File: src/clock_source_startup_select_map.vh
`ifndef CLOCK_SOURCE_STARTUP_SELECT_MAP_VH
`define CLOCK_SOURCE_STARTUP_SELECT_MAP_VH
`define SEL_RC          4'h2
`define SEL_LF128       4'h3
`define SEL_XTAL_UPPER  3'h3
`define DEFAULT_SEL     4'h2
`define DEFAULT_SUT     2'h2
`define DEFAULT_DIV8    1'b1
`define SRC_NONE        2'h0
`define SRC_XTAL        2'h1
`define SRC_RC          2'h2
`define SRC_LF128       2'h3
`define WAKE_SHORT      16'h0006
`define WAKE_XTAL0      16'h0400
`define WAKE_XTAL1      16'h8000
`define RESET_CYCLES    16'h000E
`define CLK_HZ          10000000
`define DELAY_SHORT_MS  4
`define DELAY_LONG_MS   65
`define CYC_PER_MS      (`CLK_HZ / 1000)
`endif

File: src/clock_source_startup_select.v
`timescale 1ns/10ps
`include "clock_source_startup_select_map.vh"
module clock_source_startup_select
#(
  parameter        [2:0]  XTAL_UPPER = `SEL_XTAL_UPPER,
  parameter        [31:0] CYC_MS     = `CYC_PER_MS
)
(
  input  wire       clk,
  input  wire       rst_n,
  input  wire       fuse_valid,
  input  wire [3:0] clock_source_select,
  input  wire [1:0] startup_time_setting,
  input  wire       divide_by_eight_setting,
  input  wire [7:0] factory_calibration,
  input  wire       trim_write,
  input  wire [7:0] trim_data,
  input  wire       wake_request,
  input  wire       xtal_tick,
  input  wire       rc_tick,
  input  wire       lf128_tick,
  input  wire       watchdog_tick,
  output reg  [1:0] system_source,
  output reg        use_divide_by_eight,
  output reg  [7:0] rc_trim_register,
  output reg        core_clock_enable,
  output reg        setting_reserved,
  output reg        watchdog_clock_tick
);
  // ==========================================================
  // Setting decode
  // ==========================================================
  localparam [1:0] st_idle  = 2'h0;
  localparam [1:0] st_start = 2'h1;
  localparam [1:0] st_wait  = 2'h2;
  localparam [1:0] st_run   = 2'h3;

  function [1:0] decode_source;
    input [3:0] sel;
    begin
      if (sel == `SEL_RC)
        decode_source = `SRC_RC;
      else if (sel == `SEL_LF128)
        decode_source = `SRC_LF128;
      else if (sel[3:1] == XTAL_UPPER)
        decode_source = `SRC_XTAL;
      else
        decode_source = `SRC_NONE;
    end
  endfunction

  // Code 11 of the start-up setting and unknown sources leave the core stopped
  function setting_is_reserved;
    input [1:0] code;
    input [1:0] source;
    begin
      if (code == 2'h3)
        setting_is_reserved = 1'b1;
      else if (source == `SRC_NONE)
        setting_is_reserved = 1'b1;
      else
        setting_is_reserved = 1'b0;
    end
  endfunction

  reg [1:0]  state;
  reg [1:0]  next_state;
  reg        from_reset;
  reg        cnt_start;
  reg [3:0]  sel_r;
  reg [1:0]  sut_r;
  reg        div8_r;
  reg        loaded;
  reg [15:0] next_ticks;
  reg [31:0] next_ref;
  reg        next_tick;
  wire       wait_done;
  wire [1:0] src = decode_source(sel_r);
  wire       reserved = setting_is_reserved(sut_r, src);

  // ==========================================================
  // Fuse capture
  // ==========================================================
  // Until the fuse store answers, the delivered defaults stand
  always @(posedge clk or negedge rst_n)
  begin
    if (!rst_n)
    begin
      sel_r  <= `DEFAULT_SEL;
      sut_r  <= `DEFAULT_SUT;
      div8_r <= `DEFAULT_DIV8;
      loaded <= 1'b0;
    end
    else if (!loaded && fuse_valid)
    begin
      sel_r  <= clock_source_select;
      sut_r  <= startup_time_setting;
      div8_r <= divide_by_eight_setting;
      loaded <= 1'b1;
    end
  end

  // ==========================================================
  // Trim register
  // ==========================================================
  // The factory byte goes in with the fuses; a write in that same cycle is
  // dropped, later writes overwrite the byte
  always @(posedge clk or negedge rst_n)
  begin
    if (!rst_n)
      rc_trim_register <= 8'h00;
    else if (!loaded && fuse_valid)
      rc_trim_register <= factory_calibration;
    else if (loaded && trim_write)
      rc_trim_register <= trim_data;
  end

  // ==========================================================
  // Wait selection
  // ==========================================================
  // Wake wait, counted in ticks of the chosen oscillator
  function [15:0] wake_ticks;
    input [1:0] source;
    input       low_bit;
    begin
      if (source == `SRC_XTAL)
      begin
        if (low_bit)
          wake_ticks = `WAKE_XTAL1;
        else
          wake_ticks = `WAKE_XTAL0;
      end
      else
        wake_ticks = `WAKE_SHORT;
    end
  endfunction

  // Extra reset time-out, counted in reference-clock cycles
  function [31:0] reset_ref_cycles;
    input [1:0]  code;
    input [31:0] per_ms;
    begin
      if (code == 2'h1)
        reset_ref_cycles = `DELAY_SHORT_MS * per_ms;
      else if (code == 2'h2)
        reset_ref_cycles = `DELAY_LONG_MS * per_ms;
      else
        reset_ref_cycles = 32'h00000000;
    end
  endfunction

  // Only the chosen oscillator's ticks reach the counter
  wire [3:0] src_onehot = 4'h1 << src;
  wire [2:0] osc_ticks  = {lf128_tick, rc_tick, xtal_tick};
  wire [2:0] tick_hit;

  genvar g;
  generate
    for (g = 0; g < 3; g = g + 1)
    begin : tick_sel
      assign tick_hit[g] = osc_ticks[g] && src_onehot[g + 1];
    end
  endgenerate

  always @*
  begin
    next_tick  = |tick_hit;
    next_ticks = wake_ticks(src, sel_r[0]);
    next_ref   = 32'h00000000;
    if (from_reset)
    begin
      next_ticks = `RESET_CYCLES;
      next_ref   = reset_ref_cycles(sut_r, CYC_MS);
    end
  end

  // ==========================================================
  // Start-up sequencer
  // ==========================================================
  always @*
  begin
    next_state = state;
    case (state)
      st_idle:
      begin
        if (loaded && !reserved)
          next_state = st_start;
      end
      st_start:
      begin
        next_state = st_wait;
      end
      st_wait:
      begin
        if (wait_done)
          next_state = st_run;
      end
      st_run:
      begin
        if (wake_request)
          next_state = st_start;
      end
      default:
      begin
        next_state = st_idle;
      end
    endcase
  end

  // The counter is restarted on the same edge that enters the wait state, so that its
  // done flag from the previous wait is cleared before the wait is judged
  always @(posedge clk or negedge rst_n)
  begin
    if (!rst_n)
    begin
      state      <= st_idle;
      from_reset <= 1'b1;
      cnt_start  <= 1'b0;
    end
    else
    begin
      state     <= next_state;
      cnt_start <= (next_state == st_start);
      if (state == st_wait && wait_done)
        from_reset <= 1'b0;
    end
  end

  // ==========================================================
  // Core clock gate
  // ==========================================================
  // A wake request drops the core clock until the new wait is over
  always @(posedge clk or negedge rst_n)
  begin
    if (!rst_n)
    begin
      core_clock_enable <= 1'b0;
    end
    else if (state == st_wait && wait_done)
    begin
      core_clock_enable <= 1'b1;
    end
    else if (next_state == st_start)
    begin
      core_clock_enable <= 1'b0;
    end
  end

  // ==========================================================
  // Status outputs
  // ==========================================================
  // Source reads as none until the fuses are in; the divide flag shows its default before that
  always @(posedge clk or negedge rst_n)
  begin
    if (!rst_n)
    begin
      system_source       <= `SRC_NONE;
      use_divide_by_eight <= 1'b0;
      setting_reserved    <= 1'b0;
    end
    else if (loaded)
    begin
      system_source       <= src;
      use_divide_by_eight <= div8_r;
      setting_reserved    <= reserved;
    end
    else
    begin
      system_source       <= `SRC_NONE;
      use_divide_by_eight <= div8_r;
      setting_reserved    <= 1'b0;
    end
  end

  // ==========================================================
  // Watchdog clock
  // ==========================================================
  // Watchdog stays on its own oscillator; reset time-out counts the chosen oscillator and clk
  always @(posedge clk or negedge rst_n)
  begin
    if (!rst_n)
    begin
      watchdog_clock_tick <= 1'b0;
    end
    else
    begin
      watchdog_clock_tick <= watchdog_tick;
    end
  end

  // ==========================================================
  // Start-up counter
  // ==========================================================
  startup_counter u_startup_counter
  (
    .clk         (clk),
    .rst_n       (rst_n),
    .start       (cnt_start),
    .osc_tick    (next_tick),
    .tick_target (next_ticks),
    .ref_target  (next_ref),
    .done        (wait_done)
  );
endmodule

File: src/startup_counter.v
`timescale 1ns/10ps
// Counts selected-oscillator ticks and reference-clock cycles; done when both expire
module startup_counter
(
  input  wire        clk,
  input  wire        rst_n,
  input  wire        start,
  input  wire        osc_tick,
  input  wire [15:0] tick_target,
  input  wire [31:0] ref_target,
  output reg         done
);
  reg [15:0] tick_count;
  reg [31:0] ref_count;
  reg        busy;
  always @(posedge clk or negedge rst_n)
  begin
    if (!rst_n)
    begin
      tick_count <= 16'h0000;
      ref_count  <= 32'h00000000;
      busy       <= 1'b0;
      done       <= 1'b0;
    end
    else if (start)
    begin
      tick_count <= 16'h0000;
      ref_count  <= 32'h00000000;
      busy       <= 1'b1;
      done       <= 1'b0;
    end
    else if (busy)
    begin
      if (osc_tick && tick_count != tick_target)
        tick_count <= tick_count + 16'h0001;
      if (ref_count != ref_target)
        ref_count <= ref_count + 32'h00000001;
      if (tick_count == tick_target && ref_count == ref_target)
      begin
        busy <= 1'b0;
        done <= 1'b1;
      end
    end
  end
endmodule
File: config.mk
export PLATFORM = sky130hd
export DESIGN_NAME = clock_source_startup_select
export DESIGN_NICKNAME = d
export VERILOG_FILES = /design/src/clock_source_startup_select.v /design/src/startup_counter.v
export VERILOG_INCLUDE_DIRS = /design/src
export SDC_FILE = /design/constraint.sdc
export NUM_CORES = 1
export LEC_CHECK = 0
export BUFFER_PORTS_ARGS = -buffer_cell sky130_fd_sc_hd__buf_2
export CAP_MARGIN = 40
export CORE_AREA = 3 3 106 108
export DETAILED_ROUTE_END_ITERATION = 10
export DIE_AREA = 0 0 109 111
export HOLD_SLACK_MARGIN = 0.08
export PLACE_DENSITY = 0.53
export SYNTH_ARGS = -nofsm -noshare
export SYNTH_HDL_FRONTEND = slang
export SYNTH_SLANG_ARGS = --single-unit
File: constraint.sdc
create_clock -name clk -period 4.15 [get_ports clk]
set_input_delay 0.415 -clock clk [delete_from_list [all_inputs] [get_ports clk]]
set_output_delay 0.415 -clock clk [all_outputs]
set_load 0.05 [all_outputs]
==> reports/qor.csv <==
stage;metric;value;unit
synth;ys_warn_count;0;
floorplan;coreArea;0.0103;mm^2
sta;fmax;417;MHz
sta;period_needed;2400;ps
synth;synth_area;0.00413;mm^2
floorplan;initial_utilization;40.0;%
clock_tree;cts_tree;done;
clock_tree;htreeDepth;3;
place;gp_congestion;0.773;
route;wire_per_inst;14.9;um
sta;period_share;57.8;%
route;first_pass_iters;4;
finish;n_antenna_cell;0;
clock_tree;cts-root-buf;clkbuf_8;
route;routed-via-count;3264;
grt;overflow;0;
sta;drv_slew;0;
worst_setup_path;cp-end-kind;flip-flop;
sta;setup_tns;0;ps
place;portBuffers;45;
place;dp.cells;588;
sta;whs;147;ps
sta;setup_viol;0;
grt;track_usage;16.2;%
synth;synth-edff-count;0;
worst_setup_path;critPathKind;reg -> reg;
synth;synth_ff_type;dfrtp_1;
place;dp_hpwl;6.28;mm
worst_setup_path;worstSetupStartpointType;flip-flop;
job;maxCapViolations;0;
sta;rsz0062_at_grt;false;
synth;syn_nets;462;
synth;synthArstFlopShare;100;%
sta;final_hold_viol_count;0;
grt;first_global_vias;3195;
route;vias_per_cell;5.40;
synth;ys_types;53;
clock_tree;cts.sinks;76;
grt;antenna_found_initial;0;
power;power_density;378;mW/mm^2
route;routed_wl;9.03;mm
worst_setup_path;worstPathArrival;2640;ps
status;status;completed;
power;ir_drop;0.195;mV
route;drtAntennaViolNets;0;
power;p_total;1.79;mW
clock_tree;cts.repair.resized;0;
power;p_leak;2.11;nW
clock_tree;insertion_delay;360;ps
synth;postSynthRegisterBits;76;
worst_setup_path;cp_data_required_time;4400;ps
clock_tree;clkSlewWorstSetupHoldPaths;90;ps
route;drc;0;
sta;worstMarginPinSlew;700;ps
floorplan;die-area;0.0121;mm^2
floorplan;ios;46;
clock_tree;cts_made_buffers;9;
synth;synth_cells;424;
grt;grt_max_degree;46;
hold_path;min-delay-path-class;in -> reg;
floorplan;die_width;109;um
grt;grt_pass1_wl;15.7;mm
finish;fillers;980;
finish;nNetsFinal;502;
finish;syn_to_final_growth;14.5;%
clock_tree;clockBufferDepth;2;
sta;clock_skew;10.7;ps
synth;seq_area_frac_synth;46.2;%
worst_setup_path;critPathMaxFanout;5;
finish;drive_above_1_share;19.6;%
floorplan;std_cell_rows;37;
synth;synth.avg_cell_area;9.74;um^2
route;drt_iter0_drc;129;
sta;relSlewSlack;53.2;%
floorplan;chipHeight;111;um
finish;stdcell_count;605;
-- worst max-delay path, cell delays in order (launching register included) --
cell	delay, ps
dfstp_2	550
inv_1	50
ha_1	230
a211o_1	280
a2111oi_2	610
a21oi_1	220
mux2_1	340
-- flip-flops by register name, indices dropped and copies added, names as in the netlist --
| name | cells |
|---|---|
| from_reset | 1 |
| state | 2 |
| u_startup_counter.ref_count | 32 |
| rc_trim_register | 8 |
| system_source | 2 |
| u_startup_counter.done | 1 |
| u_startup_counter.busy | 1 |
| div8_r | 1 |
| use_divide_by_eight | 1 |
| watchdog_clock_tick | 1 |
| sel_r | 4 |
| loaded | 1 |
| u_startup_counter.tick_count | 16 |
| cnt_start | 1 |
| sut_r | 2 |
| core_clock_enable | 1 |
| setting_reserved | 1 |
-- cell usage after synthesis (9+ instances only) --
master    instances  area share [%]
dfrtp_1          72              44
nor2_1           51             4.6
nand3_1          26             3.2
xor2_1           26             5.5
nand4_1          24             3.6
nor2b_1          21             3.2
a21oi_1          19             2.3
nand2_1          17             1.5
clkbuf_1         16             1.5
inv_1            12             1.1
a211oi_1          9             1.6
and3_1            9             1.4
mux2_2            9             2.5
mux2i_1           9             2.2
nor4_1            9             1.4
-- placed cells by master (no fill, tap or decap), types with 3 or more instances in the layout --
cell type	instances
nor4_1	9
nor3_1	6
buf_2	44
clkbuf_8	9
dfstp_2	4
ha_1	6
mux2i_1	9
and4_1	6
a21oi_1	19
nand4_1	24
xor2_1	26
mux2_2	9
nor2b_1	21
dfrtp_1	71
mux2_1	5
or4_1	7
nor2_1	51
nand2_1	17
inv_1	12
o31ai_1	7
and3_1	9
a211oi_1	9
nand2b_1	3
mux2_4	4
o21ai_0	8
nand3_1	26
buf_4	7
-- layout make-up --
cell class / instances / area [um^2] / share of cell area (%)
clock inverter: 7 / 98.8 / 2.09
sequential: 76 / 1910 / 40.3
clock buffer: 9 / 124 / 2.62
multi-input combinational: 312 / 2070 / 43.8
timing repair buffer: 53 / 310 / 6.56
tap: 136 / 170 / 3.60
inverter: 12 / 45.0 / 0.952
-- kinds of logic (layout without fill, tap and decap cells) --
family,after synthesis,after routing,synth area share [%]
AO/OA/AOI/OAI,61,61,10.3
XOR/XNOR,28,28,5.94
adder cells (fa/ha/maj),6,6,1.82
buffers and inverters,36,81,3.61
flip-flops,76,76,46.2
multiplexers,27,27,7.45
AND/OR/NAND/NOR,190,190,24.7
-- routing by layer --
layer	wire length, um	GRT usage, %	vias to the layer above
met5	0	0	-
met4	146	5.98	0
met3	393	4.14	9
met2	4080	24.9	51
met1	4410	21.9	1593
li1	-	-	1611
-- per-stage QoR --
stage | worst slack [ps] | instance area, um^2 | utilization [%]
5_1_grt | 1510 | 4730 | 45.8
6_report | 1750 | 4730 | 45.8
3_5_place_dp | 1760 | 4500 | 43.6
3_3_place_gp | 1740 | 4450 | 43.1
2_1_floorplan | 1990 | 4130 | -
4_1_cts | 1730 | 4730 | 45.8
-- path summary, 6_finish.rpt --
| kind | from | endpoint | slack, ps | cells past startpoint |
|---|---|---|---|---|
| setup / recovery | sut_r[1]$_DFFE_PN1P_ | u_startup_counter.ref_count[0]$_DFFE_PN0P_ | 1750 | 6 |
| hold / removal | watchdog_tick | watchdog_clock_tick$_DFF_PN0_ | 150 | 1 |
| setup reg to reg | sut_r[1]$_DFFE_PN1P_ | u_startup_counter.ref_count[0]$_DFFE_PN0P_ | 1750 | 6 |
| hold reg to reg | div8_r$_DFFE_PN1P_ | use_divide_by_eight$_DFF_PN0_ | 410 | 0 |
| max in group asynchronous | rst_n | div8_r$_DFFE_PN1P_ | 2990 | 3 |
| min in group asynchronous | rst_n | u_startup_counter.tick_count[6]$_DFFE_PN0P_ | 540 | 2 |
-- power breakdown --
group	internal, mW	switching, mW	leakage (nW)	total (mW)
sequential	0.795	0.0704	0.994	0.865
combinational	0.0992	0.187	1.01	0.286
clock	0.341	0.297	0.110	0.638
-- repair_timing --
action | CTS | global route
hold endpoints to repair | 31 | 0
hold buffers | 1 | 0
buffers inserted | 0 | 0
Power figures use the tool's default switching activity.
